`config.mk`:
```
export PLATFORM = sky130hd
export DESIGN_NAME = rssk_exec_unit
export DESIGN_NICKNAME = d
export VERILOG_FILES = /design/src/rssk_pkg.sv /design/src/rssk_exec_unit.sv /design/src/rssk_sub_unit.sv
export SDC_FILE = /design/constraint.sdc
export NUM_CORES = 1
export LEC_CHECK = 0
export BUFFER_PORTS_ARGS = -buffer_cell sky130_fd_sc_hd__buf_2
export CAP_MARGIN = 0
export CORE_MARGIN = 2
export CORE_UTILIZATION = 35
export CTS_BUF_LIST = sky130_fd_sc_hd__clkbuf_4
export CTS_CLUSTER_DIAMETER = 30
export CTS_CLUSTER_SIZE = 16
export DETAILED_ROUTE_END_ITERATION = 8
export GPL_TIMING_DRIVEN = 0
export SLEW_MARGIN = 20
export SYNTH_ARGS = -nofsm -noshare
export SYNTH_HDL_FRONTEND = slang
export SYNTH_SLANG_ARGS = --single-unit
```
`constraint.sdc`:
```
create_clock -name i_ref_clk -period 5.7 [get_ports i_ref_clk]
set_clock_uncertainty 0.1 [all_clocks]
set_input_delay 0.285 -clock i_ref_clk [delete_from_list [all_inputs] [get_ports i_ref_clk]]
set_output_delay 0.285 -clock i_ref_clk [all_outputs]
set_load 0.005 [all_outputs]
```
`src/rssk_pkg.sv`:
```
// Purpose: Shared constants and types for the rotate, subtract and skip unit
// Assumes: 8-bit data path, one operation issued per cycle
// Notes: Operation codes are arbitrary encodings chosen for this block
`default_nettype none

package rssk_pkg;

  // Data width of the operand and accumulator
  localparam int DATA_W = 8;
  localparam int MSB_POS = 7;
  localparam int NIB_W = 4;

  // Operation codes presented by decode
  typedef enum logic [4:0] {
    op_nop                          = 5'h00,
    op_rotate_left_to_accum         = 5'h01,
    op_rotate_left_thru_flag_in_mem = 5'h02,
    op_rotate_left_thru_flag_to_accum = 5'h03,
    op_rotate_right_in_mem          = 5'h04,
    op_rotate_right_to_accum        = 5'h05,
    op_rotate_right_thru_flag_in_mem = 5'h06,
    op_rotate_right_thru_flag_to_accum = 5'h07,
    op_minus_with_borrow_to_accum   = 5'h08,
    op_minus_with_borrow_to_mem     = 5'h09,
    op_minus_mem_to_accum           = 5'h0a,
    op_minus_result_in_mem          = 5'h0b,
    op_minus_imm_to_accum           = 5'h0c,
    op_dec_skip_on_zero             = 5'h0d,
    op_dec_skip_on_zero_to_accum    = 5'h0e,
    op_inc_skip_on_zero             = 5'h0f,
    op_inc_skip_on_zero_to_accum    = 5'h10,
    op_skip_if_bit_one              = 5'h11,
    op_skip_if_mem_zero             = 5'h12,
    op_skip_if_zero_load_accum      = 5'h13,
    op_set_byte_in_mem              = 5'h14,
    op_set_bit_in_mem               = 5'h15,
    op_nibble_exchange_in_mem       = 5'h16,
    op_nibble_exchange_to_accum     = 5'h17
  } rssk_op_e;

  // Sequencer states, one-hot
  typedef enum logic [1:0] {
    st_run   = 2'b01,
    st_dummy = 2'b10
  } rssk_state_e;

  // Register indices on the plain register port
  localparam logic [1:0] REG_ACC_IDX = 2'h0;
  localparam logic [1:0] REG_FLAGS_IDX = 2'h1;

  // Flag field positions in the flags register
  localparam int FLAG_C_POS = 0;
  localparam int FLAG_AC_POS = 1;
  localparam int FLAG_Z_POS = 2;
  localparam int FLAG_OV_POS = 3;
  localparam int FLAGS_W = 4;

  // Reset values and fixed byte values
  localparam logic [7:0] ACC_RST = 8'h00;
  localparam logic [3:0] FLAGS_RST = 4'h0;
  localparam logic [7:0] BYTE_ZERO = 8'h00;
  localparam logic [7:0] BYTE_ONE = 8'h01;
  localparam logic [7:0] BYTE_ALL_ONES = 8'hff;

endpackage : rssk_pkg

`default_nettype wire

```
`src/rssk_exec_unit.sv`:
```
// Purpose: Execute datapath for rotate, subtract, skip, set and swap operations
// Assumes: Decode presents operand byte, immediate and bit index with a valid strobe
// Notes: Results land one edge after issue; skip suppresses the following slot
//
// Notes on behaviour
// - Rotate left to accumulator: top bit wraps to bit 0, no flag changes.
// - Rotate left through carry in memory: old carry to bit 0, bit 7 to carry.
// - Same nine-bit left rotation, result to accumulator, memory untouched.
// - Rotate right in memory: bit 0 wraps to bit 7, flags untouched.
// - Rotate right to accumulator with wrap, memory and flags untouched.
// - Rotate right through carry in memory: carry to bit 7, bit 0 to carry.
// - Same nine-bit right rotation into accumulator, memory untouched.
// - Accumulator minus operand minus inverted carry into accumulator, four flags.
// - Same borrow subtract, result written back to memory, four flags.
// - Accumulator minus operand into accumulator; carry low means negative.
// - Accumulator minus operand into memory; carry and three other flags.
// - Accumulator minus immediate into accumulator; carry high means no borrow.
// - Decrement memory, write back, skip next slot when result is zero.
// - Operand minus one into accumulator, skip when zero, memory untouched.
// - Increment memory, write back, skip next slot on wrap to zero.
// - Operand plus one into accumulator, skip when zero, memory untouched.
// - Skip when selected memory bit is one; flags untouched.
// - Skip with dummy slot when whole memory byte is zero.
// - Set writes all ones or one selected bit; no flags change.
// - Nibble swap to memory or accumulator; no flags change.
// - Copy memory byte to accumulator, skip when it is zero.
//
// Our own choices: strobed register access and the address map.
`default_nettype none

module rssk_exec_unit
  import rssk_pkg::*;
(
  input wire logic i_ref_clk,
  input wire logic i_rst,
  input wire logic i_op_valid,
  input wire logic [4:0] i_op_code,
  input wire logic [DATA_W-1:0] i_mem_data,
  input wire logic [DATA_W-1:0] i_imm,
  input wire logic [2:0] i_bit_sel,
  input wire logic [1:0] i_reg_addr,
  input wire logic [DATA_W-1:0] i_reg_wdata,
  input wire logic i_reg_wr,
  input wire logic i_reg_rd,
  output logic [DATA_W-1:0] o_reg_rdata,
  output logic [DATA_W-1:0] o_acc,
  output logic o_carry_flag,
  output logic o_half_byte_borrow_flag,
  output logic o_zero_flag,
  output logic o_signed_wrap_flag,
  output logic o_mem_we,
  output logic [DATA_W-1:0] o_mem_wdata,
  output logic o_skip_req
);

  rssk_state_e state_r;
  rssk_op_e op;
  logic exec;
  logic [DATA_W-1:0] acc_r;
  logic c_r;
  logic ac_r;
  logic z_r;
  logic ov_r;
  logic [DATA_W-1:0] res_nxt;
  logic wr_acc;
  logic wr_mem;
  logic skip_nxt;
  logic c_nxt;
  logic ac_nxt;
  logic z_nxt;
  logic ov_nxt;
  logic [DATA_W-1:0] bit_mask;
  logic [DATA_W-1:0] sub_b;
  logic sub_bin;
  logic [DATA_W-1:0] sub_diff;
  logic sub_c;
  logic sub_ac;
  logic sub_z;
  logic sub_ov;
  logic [DATA_W-1:0] dec_val;
  logic [DATA_W-1:0] inc_val;
  logic [FLAGS_W-1:0] flags_pack;

  // An issue in the dummy slot is the skipped instruction and is dropped
  assign op = rssk_op_e'(i_op_code);
  assign exec = i_op_valid && (state_r == st_run);
  assign bit_mask = BYTE_ONE << i_bit_sel;
  assign dec_val = i_mem_data - BYTE_ONE;
  assign inc_val = i_mem_data + BYTE_ONE;

  // Subtractor operand selection; borrow only for the borrow forms
  assign sub_b = (op == op_minus_imm_to_accum) ? i_imm : i_mem_data;
  assign sub_bin = ((op == op_minus_with_borrow_to_accum)
                 || (op == op_minus_with_borrow_to_mem)) & ~c_r;

  rssk_sub_unit u_sub (
    .i_minuend(acc_r),
    .i_subtrahend(sub_b),
    .i_borrow_in(sub_bin),
    .o_diff(sub_diff),
    .o_carry(sub_c),
    .o_half(sub_ac),
    .o_zero(sub_z),
    .o_wrap(sub_ov)
  );

  // Result, destination, skip and flag selection per operation
  always_comb
  begin
    res_nxt = BYTE_ZERO;
    wr_acc = 1'b0;
    wr_mem = 1'b0;
    skip_nxt = 1'b0;
    c_nxt = c_r;
    ac_nxt = ac_r;
    z_nxt = z_r;
    ov_nxt = ov_r;
    case (op)
      op_rotate_left_to_accum:
      begin
        res_nxt = {i_mem_data[MSB_POS-1:0], i_mem_data[MSB_POS]};
        wr_acc = 1'b1;
      end
      op_rotate_left_thru_flag_in_mem:
      begin
        res_nxt = {i_mem_data[MSB_POS-1:0], c_r};
        c_nxt = i_mem_data[MSB_POS];
        wr_mem = 1'b1;
      end
      op_rotate_left_thru_flag_to_accum:
      begin
        res_nxt = {i_mem_data[MSB_POS-1:0], c_r};
        c_nxt = i_mem_data[MSB_POS];
        wr_acc = 1'b1;
      end
      op_rotate_right_in_mem:
      begin
        res_nxt = {i_mem_data[0], i_mem_data[MSB_POS:1]};
        wr_mem = 1'b1;
      end
      op_rotate_right_to_accum:
      begin
        res_nxt = {i_mem_data[0], i_mem_data[MSB_POS:1]};
        wr_acc = 1'b1;
      end
      op_rotate_right_thru_flag_in_mem:
      begin
        res_nxt = {c_r, i_mem_data[MSB_POS:1]};
        c_nxt = i_mem_data[0];
        wr_mem = 1'b1;
      end
      op_rotate_right_thru_flag_to_accum:
      begin
        res_nxt = {c_r, i_mem_data[MSB_POS:1]};
        c_nxt = i_mem_data[0];
        wr_acc = 1'b1;
      end
      op_minus_with_borrow_to_accum, op_minus_mem_to_accum, op_minus_imm_to_accum:
      begin
        res_nxt = sub_diff;
        wr_acc = 1'b1;
        c_nxt = sub_c;
        ac_nxt = sub_ac;
        z_nxt = sub_z;
        ov_nxt = sub_ov;
      end
      op_minus_with_borrow_to_mem, op_minus_result_in_mem:
      begin
        res_nxt = sub_diff;
        wr_mem = 1'b1;
        c_nxt = sub_c;
        ac_nxt = sub_ac;
        z_nxt = sub_z;
        ov_nxt = sub_ov;
      end
      op_dec_skip_on_zero:
      begin
        res_nxt = dec_val;
        wr_mem = 1'b1;
        skip_nxt = (dec_val == BYTE_ZERO);
      end
      op_dec_skip_on_zero_to_accum:
      begin
        res_nxt = dec_val;
        wr_acc = 1'b1;
        skip_nxt = (dec_val == BYTE_ZERO);
      end
      op_inc_skip_on_zero:
      begin
        res_nxt = inc_val;
        wr_mem = 1'b1;
        skip_nxt = (inc_val == BYTE_ZERO);
      end
      op_inc_skip_on_zero_to_accum:
      begin
        res_nxt = inc_val;
        wr_acc = 1'b1;
        skip_nxt = (inc_val == BYTE_ZERO);
      end
      op_skip_if_bit_one:
      begin
        skip_nxt = ((i_mem_data & bit_mask) != BYTE_ZERO);
      end
      op_skip_if_mem_zero:
      begin
        skip_nxt = (i_mem_data == BYTE_ZERO);
      end
      op_skip_if_zero_load_accum:
      begin
        res_nxt = i_mem_data;
        wr_acc = 1'b1;
        skip_nxt = (i_mem_data == BYTE_ZERO);
      end
      op_set_byte_in_mem:
      begin
        res_nxt = BYTE_ALL_ONES;
        wr_mem = 1'b1;
      end
      op_set_bit_in_mem:
      begin
        res_nxt = i_mem_data | bit_mask;
        wr_mem = 1'b1;
      end
      op_nibble_exchange_in_mem:
      begin
        res_nxt = {i_mem_data[NIB_W-1:0], i_mem_data[MSB_POS:NIB_W]};
        wr_mem = 1'b1;
      end
      op_nibble_exchange_to_accum:
      begin
        res_nxt = {i_mem_data[NIB_W-1:0], i_mem_data[MSB_POS:NIB_W]};
        wr_acc = 1'b1;
      end
      default:
      begin
        res_nxt = BYTE_ZERO;
      end
    endcase
  end

  // Sequencer: a taken skip spends exactly one dummy slot
  always_ff @(posedge i_ref_clk or posedge i_rst)
  begin
    if (i_rst)
      state_r <= st_run;
    else
      case (state_r)
        st_run:
          if (exec && skip_nxt)
            state_r <= st_dummy;
        st_dummy:
          state_r <= st_run;
        default:
          state_r <= st_run;
      endcase
  end

  // Accumulator; execution wins over a software write in the same cycle
  always_ff @(posedge i_ref_clk or posedge i_rst)
  begin
    if (i_rst)
      acc_r <= ACC_RST;
    else if (exec && wr_acc)
      acc_r <= res_nxt;
    else if (i_reg_wr && (i_reg_addr == REG_ACC_IDX))
      acc_r <= i_reg_wdata;
  end

  // Flags; only the fields an operation names are changed
  always_ff @(posedge i_ref_clk or posedge i_rst)
  begin
    if (i_rst)
    begin
      c_r <= FLAGS_RST[FLAG_C_POS];
      ac_r <= FLAGS_RST[FLAG_AC_POS];
      z_r <= FLAGS_RST[FLAG_Z_POS];
      ov_r <= FLAGS_RST[FLAG_OV_POS];
    end
    else if (exec)
    begin
      c_r <= c_nxt;
      ac_r <= ac_nxt;
      z_r <= z_nxt;
      ov_r <= ov_nxt;
    end
    else if (i_reg_wr && (i_reg_addr == REG_FLAGS_IDX))
    begin
      c_r <= i_reg_wdata[FLAG_C_POS];
      ac_r <= i_reg_wdata[FLAG_AC_POS];
      z_r <= i_reg_wdata[FLAG_Z_POS];
      ov_r <= i_reg_wdata[FLAG_OV_POS];
    end
  end

  // Memory write-back port, one pulse per writing operation
  always_ff @(posedge i_ref_clk or posedge i_rst)
  begin
    if (i_rst)
    begin
      o_mem_we <= 1'b0;
      o_mem_wdata <= BYTE_ZERO;
    end
    else
    begin
      o_mem_we <= exec && wr_mem;
      if (exec && wr_mem)
        o_mem_wdata <= res_nxt;
    end
  end

  // Skip request to fetch, one pulse
  always_ff @(posedge i_ref_clk or posedge i_rst)
  begin
    if (i_rst)
      o_skip_req <= 1'b0;
    else
      o_skip_req <= exec && skip_nxt;
  end

  // Register read data, valid the cycle after the read strobe
  assign flags_pack = {ov_r, z_r, ac_r, c_r};
  always_ff @(posedge i_ref_clk or posedge i_rst)
  begin
    if (i_rst)
      o_reg_rdata <= BYTE_ZERO;
    else if (i_reg_rd)
    begin
      if (i_reg_addr == REG_ACC_IDX)
        o_reg_rdata <= acc_r;
      else if (i_reg_addr == REG_FLAGS_IDX)
        o_reg_rdata <= {{(DATA_W-FLAGS_W){1'b0}}, flags_pack};
      else
        o_reg_rdata <= BYTE_ZERO;
    end
  end

  // Architectural state leaves straight from its flops
  assign o_acc = acc_r;
  assign o_carry_flag = c_r;
  assign o_half_byte_borrow_flag = ac_r;
  assign o_zero_flag = z_r;
  assign o_signed_wrap_flag = ov_r;
endmodule : rssk_exec_unit

`default_nettype wire

```
`src/rssk_sub_unit.sv`:
```
// Purpose: Eight-bit subtractor with borrow input and status outputs
// Assumes: Carry and nibble flags mean no borrow when high
// Notes: Purely combinational, used by the execute unit
`default_nettype none

module rssk_sub_unit
  import rssk_pkg::*;
(
  input wire logic [DATA_W-1:0] i_minuend,
  input wire logic [DATA_W-1:0] i_subtrahend,
  input wire logic i_borrow_in,
  output logic [DATA_W-1:0] o_diff,
  output logic o_carry,
  output logic o_half,
  output logic o_zero,
  output logic o_wrap
);

  logic [DATA_W:0] full_diff;
  logic [NIB_W:0] nib_diff;

  // Ninth bit is the borrow out, so carry is its inverse
  assign full_diff = {1'b0, i_minuend} - {1'b0, i_subtrahend} - {{DATA_W{1'b0}}, i_borrow_in};
  assign nib_diff = {1'b0, i_minuend[NIB_W-1:0]} - {1'b0, i_subtrahend[NIB_W-1:0]}
                  - {{NIB_W{1'b0}}, i_borrow_in};

  // Status outputs
  assign o_diff = full_diff[DATA_W-1:0];
  assign o_carry = ~full_diff[DATA_W];
  assign o_half = ~nib_diff[NIB_W];
  assign o_zero = (full_diff[DATA_W-1:0] == BYTE_ZERO);
  // Signed wrap when signs differ and result sign departs from minuend
  assign o_wrap = (i_minuend[MSB_POS] ^ i_subtrahend[MSB_POS])
                & (i_minuend[MSB_POS] ^ full_diff[MSB_POS]);

endmodule : rssk_sub_unit

`default_nettype wire
```
### Word level (Yosys, flattened, before mapping)

Index checks and enable logic that the tools add are counted.
Widths: inputs -> output; s select.

* register bits: 32
* input bits: 39
* output and inout port bits: 30
* word-level logic and storage cells: 104

* $add $sub $neg: 6
* equal/unequal tests: 28
* shift-type cells: 1
* multiplexer cells: 23
* bitwise operators: 9
* reduce and logical (&&, ||, !) cells: 27

Operators by type and width (number)
* $pmux 8 s11: 1
* $eq 5x4->1 const B: 8
* $eq 5x5->1 const B: 8
* $logic_not 8->1: 4
* $mux 8: 4
* $eq 5x3->1 const B: 4
* $reduce_or 2->1: 7
* $mux 1: 13
* $reduce_or 11->1: 1
* $eq 5x2->1 const B: 2
* $reduce_or 10->1: 1
* $sub 8x8->9: 1
* $sub 9x1->9: 1
* $add 8x1->8 const B: 1
* $and 8x8->8: 1
* $or 8x8->8: 1
* $reduce_bool 8->1: 1
* $shl 1x3->8 const A: 1
* $sub 8x1->8 const B: 1
* $logic_and 1x1->1: 6
* $eq 5x1->1 const B: 1
* $reduce_or 5->1: 1
* $sub 4x4->5: 1
* $sub 5x1->5: 1
* other kinds (15): 23

### Depth between registers and ports, before layout

* depth after elaboration: 8
* gate-level depth with buffers: 17

### Modules after synthesis

Synthesis repeated with hierarchy kept, for this count alone.

* cell total of the unflattened synthesis: 440
* area total of the unflattened synthesis: 3415.8 um2

Modules (own cells, without submodules)
* rssk_exec_unit: instances 1, cells each 365, area each 2835.2 um2, sequential area each 802.0 um2
* rssk_sub_unit: instances 1, cells each 75, area each 580.6 um2, sequential area each 0.0 um2

### Worst setup path after synthesis

No wires, ideal clock.

* path kind: input to register
* start point: in i_op_code[1]
* end point: reg z_r (netlist: o_zero_flag)
* library setup time: 0.095 ns
* data arrival time: 3.454 ns
* data required time: 5.505 ns
* path slack: 2.051 ns
* stages: 15
* buffers on the path: 3
* cell sequence: buf_4 -> buf_2 -> nor2_1 -> nand2_1 -> nor3_1 -> buf_2 -> o21ai_0 -> fa_1 -> inv_1 -> ha_1 -> o21ai_0 -> nand2_1 -> xor2_1 -> or4b_1 -> o31ai_1

* longest elaborated chain between the ends: 7
* elaborated cells on any way between the ends: 16

Ends and longest elaborated chain
* from (decl): line rssk_exec_unit.sv:37 `input wire logic [4:0] i_op_code,`
* $eq 5x4->1 (on tied branches)
* $mux 8 / $logic_or 1x1->1 (equally long branches): line rssk_exec_unit.sv:92, rssk_exec_unit.sv:94
* $sub 8x8->9 / $and 1x1->1 (equally long branches): line rssk_sub_unit.sv:23, rssk_exec_unit.sv:94
* $sub 9x1->9: line rssk_sub_unit.sv:23 `assign full_diff = {1'b0, i_minuend} - {1'b0, i_subtrahend} - {{DATA_W{1'b0}}, i_borrow_in};`
* $logic_not 8->1: line rssk_sub_unit.sv:31 `assign o_zero = (full_diff[DATA_W-1:0] == BYTE_ZERO);`
* $mux 1: line rssk_exec_unit.sv:118 `case (op)`
* $mux 1: line rssk_exec_unit.sv:279 `else if (exec)`
* to (signal assigned): line rssk_exec_unit.sv:276 `z_r <= FLAGS_RST[FLAG_Z_POS];`
* to (signal assigned): line rssk_exec_unit.sv:283 `z_r <= z_nxt;`
* to (signal assigned): line rssk_exec_unit.sv:290 `z_r <= i_reg_wdata[FLAG_Z_POS];`
* to (decl): line rssk_exec_unit.sv:62 `logic z_r;`

Parallel ways exist; a longest one is shown, timed or not. The select of a mux whose other input is x is not followed.
A chain may end at the register's enable or synchronous reset.

### Worst setup path in the final report

* start point: in i_op_code[1]
* end point: reg acc_r[3] (netlist: o_acc[3])

* longest elaborated chain between the ends: 6
* elaborated cells on any way between the ends: 39

Ends and longest elaborated chain
* $eq 5x4->1 (on tied branches)
* $mux 8 / $logic_or 1x1->1 (equally long branches): line rssk_exec_unit.sv:92, rssk_exec_unit.sv:94
* $sub 8x8->9 / $and 1x1->1 (equally long branches): line rssk_sub_unit.sv:23, rssk_exec_unit.sv:94
* $sub 9x1->9: line rssk_sub_unit.sv:23
* $pmux 8 s11: line rssk_exec_unit.sv:118
* $mux 8: line rssk_exec_unit.sv:263 `else if (exec && wr_acc)`
* to (signal assigned): line rssk_exec_unit.sv:264 `acc_r <= res_nxt;`
* to (signal assigned): line rssk_exec_unit.sv:266 `acc_r <= i_reg_wdata;`
* to (decl): line rssk_exec_unit.sv:59 `logic [DATA_W-1:0] acc_r;`

Parallel ways exist; a longest one is shown, timed or not.

==> flow_summary_export.csv <==
group,metric,value,unit
run_status,status,"finished clean",
sta,hold_viol_final,0,
setup_path,worst-path-max-fanout,10,
synth,synth_edf_count,0,
sta,finalCriticalPeriod,3.87,ns
final_layout,antenna_cells,0,
detailed_routing,drt-total-wl,11900,um
final_layout,drive_gt1_share,19.8,%
sta,worst_pin_slew,0.800,ns
floorplanning,fp.coreArea,9730,um^2
synth,ys_ff_latch,32,
setup_path,start_kind,"input pin",
global_route,antenna_found_initial,0,
floorplanning,io_pins,69,
run,timing.max_cap.violations,0,
sta,clock.fmax,258,MHz
sta,period_share,67.9,%
clock_tree,postCtsSetupBuffers,0,
clock_tree,clk_pin_slew,0.10,ns
floorplanning,dieArea,10800,um^2
synth,synth.yosys.seq_area_share,23.0,%
sta,slew_headroom,46.2,%
synth,syn_area,3490,um^2
synth,syn_avg_cell_area,7.70,um^2
detailed_routing,routed_via_density,5.75,
synth,synth_cells,453,
final_layout,multi_input_area,2380,um^2
pwr,leakagePower,0.00173,uW
setup_path,path_delay_family,"compound AO/OA/AOI/OAI gates",
synth,async_flop_share,100,%
place,port_buffers,64,
global_route,grt_pass1_wl,19100,um
setup_path,path_class,"in2reg",
pwr,power_density,266,nW/um^2
sta,setup_viol,0,
detailed_routing,ant_nets,0,
setup_path,crit_path_end_kind,"flop",
final_layout,finalInstanceArea,4060,um^2
place,place.gp.congestion,0.890,
synth,synthDistinctLibCells,64,
clock_tree,cts_tree,"done",
clock_tree,cts_root_buf,"clkbuf_4",
floorplanning,initial_utilization,35.8,%
clock_tree,clock_latency,0.34,ns
synth,yosys_warnings,0,
detailed_routing,drt_pass1_iterations,5,
detailed_routing,drc,0,
setup_path,cp.arrival,3.97,ns
global_route,grt_pass1_vias,3579,
setup_path,cp_num_buf_inv,4,
sta,tns,0,ns
global_route,grt.overflow.total,0,
synth,synth_ff_type,"dfrtp_1",
place,hpwlAfterDp,9320,um
global_route,grtUsageTotal,21.8,%
global_route,grt_max_degree,33,
setup_path,crit_path_top_delay_cell,"fa_1",
floorplanning,fp-row-count,36,
sta,drv_slew,0,
detailed_routing,wl_per_cell,18.0,um
pwr,peakVddDrop,109,uV
clock_tree,htreeDepth,2,
min_path,hp-class,"in2reg",
clock_tree,cts_buffer_depth,2,
place,dpl_cell_area,3970,um^2
sta,rsz0062_at_grt,"no",
final_layout,final_common_cell,"buf_2",
floorplanning,fp.dieW,104,um
final_layout,syn_to_final_growth,16.4,%
setup_path,crit_required,5.80,ns
floorplanning,die_h,104,um
clock_tree,cts_inserted_buffers,5,
setup_path,max_stage_delay,0.55,ns
setup_path,path_cells,"buf_4, buf_2, nor2_1, nand2_1, nor3_1, buf_2, o21ai_0, fa_1, inv_1, ha_1, o21ai_0, nand2_1, xor2_1, a221oi_1, a31oi_1",
clock_tree,cts_num_sinks,32,
detailed_routing,drtIter0Drc,303,
synth,synth_nets,513,
detailed_routing,num_vias,3791,
final_layout,mostFrequentLayoutCells,"buf_2 (75), inv_1 (40), nor2_1 (35)",
final_layout,layout.nets,585,
final_layout,regArea,802,um^2
final_layout,nFillCells,1067,
-- sequential cells by signal (all words and copies together) (netlist names) --
| signal | count |
|---|---|
| o_signed_wrap_flag | 1 |
| state_r | 2 |
| o_half_byte_borrow_flag | 1 |
| o_mem_we | 1 |
| o_zero_flag | 1 |
| o_skip_req | 1 |
| o_reg_rdata | 8 |
| o_mem_wdata | 8 |
| o_acc | 8 |
| o_carry_flag | 1 |
-- layout make-up --
| cell class | count | area share [%] |
|---|---|---|
| clock buffer | 5 | 0.925 |
| tap | 133 | 4.10 |
| multi-input combinational | 347 | 58.8 |
| timing repair buffer | 65 | 8.14 |
| sequential | 32 | 19.8 |
| buffer | 32 | 3.48 |
| inverter | 42 | 3.89 |
| clock inverter | 3 | 0.925 |
-- worst register-to-register path: cells and delay by family, from the launching register on --
kind | cells | cell delay, ns
and+or+nand+nor | 2 | 0.46
DFF | 1 | 0.51
AOI/OAI and AO/OA | 3 | 1.18
xor gates and xnor gates | 1 | 0.19
adders and majority gates | 2 | 0.68
-- routing by layer --
metal	GRT usage, %	vias to the layer above	wire length [um]
li1	-	1806	-
met5	0	-	0
met3	3.08	15	871
met4	4.25	0	195
met1	31.3	1784	5390
met2	35.2	186	5430
-- cells in the mapped netlist, drive strengths merged, types with 18 or more instances --
| cell | count | area, um^2 |
|---|---|---|
| clkbuf | 18 | 67.6 |
| inv | 42 | 158 |
| a31oi | 20 | 125 |
| nor2 | 35 | 131 |
| a21oi | 18 | 93.8 |
| o21ai | 26 | 130 |
| nand3 | 19 | 95.1 |
| dfrtp | 31 | 776 |
| a211oi | 18 | 135 |
| nand2 | 21 | 78.8 |
| ha | 19 | 238 |
-- kinds of logic after synthesis --
group,after synthesis,synth area share (%)
buffers and inverters,74,8.58
flip-flops,32,23.0
adder cells (fa/ha/maj),21,7.97
multiplexers,17,5.74
XOR/XNOR,15,3.77
AO/OA/AOI/OAI,136,26.3
AND/OR/NAND/NOR,158,24.6
-- power breakdown --
| group | total, uW | internal (uW) | switching [uW] |
|---|---|---|---|
| sequential | 319 | 274 | 44.8 |
| clock | 170 | 89.5 | 80.4 |
| combinational | 589 | 241 | 348 |
-- final timing paths --
path | to | slack [ns] | start | cells past startpoint
setup / recovery | o_acc[3] | 1.83 | i_op_code[1] | 15
hold reg to reg | o_reg_rdata[6] | 0.42 | o_reg_rdata[6] | 2
setup reg to reg | o_acc[3] | 2.45 | o_carry_flag | 8
hold / removal | o_reg_rdata[4] | 0.08 | i_reg_rd | 2
min in group asynchronous | o_mem_wdata[3] | 0.48 | i_rst | 3
max in group asynchronous | o_reg_rdata[3] | 4.58 | i_rst | 3
-- what timing repair did --
action                     CTS  global route
hold buffers                 1             0
setup endpoints to repair    0             0
gates resized for setup      0             0
hold endpoints to repair    31             0
-- per-stage QoR --
| step | hold WS (ns) | std cells | power, uW | worst slack [ns] | utilization, % |
|---|---|---|---|---|---|
| CTS | 0.0785 | 659 | 1070 | 1.89 | 41.7 |
| detailed placement | 0.330 | 650 | 902 | 1.54 | 40.8 |
| floorplan | 0.292 | 453 | 704 | 2.05 | - |
| global placement | 0.407 | 650 | 892 | 1.58 | 40.8 |
| global route | 0.0895 | 659 | 1150 | 1.49 | 41.7 |
| finish | 0.0847 | 659 | 1080 | 1.83 | 41.7 |
Power figures use the tool's default switching activity.
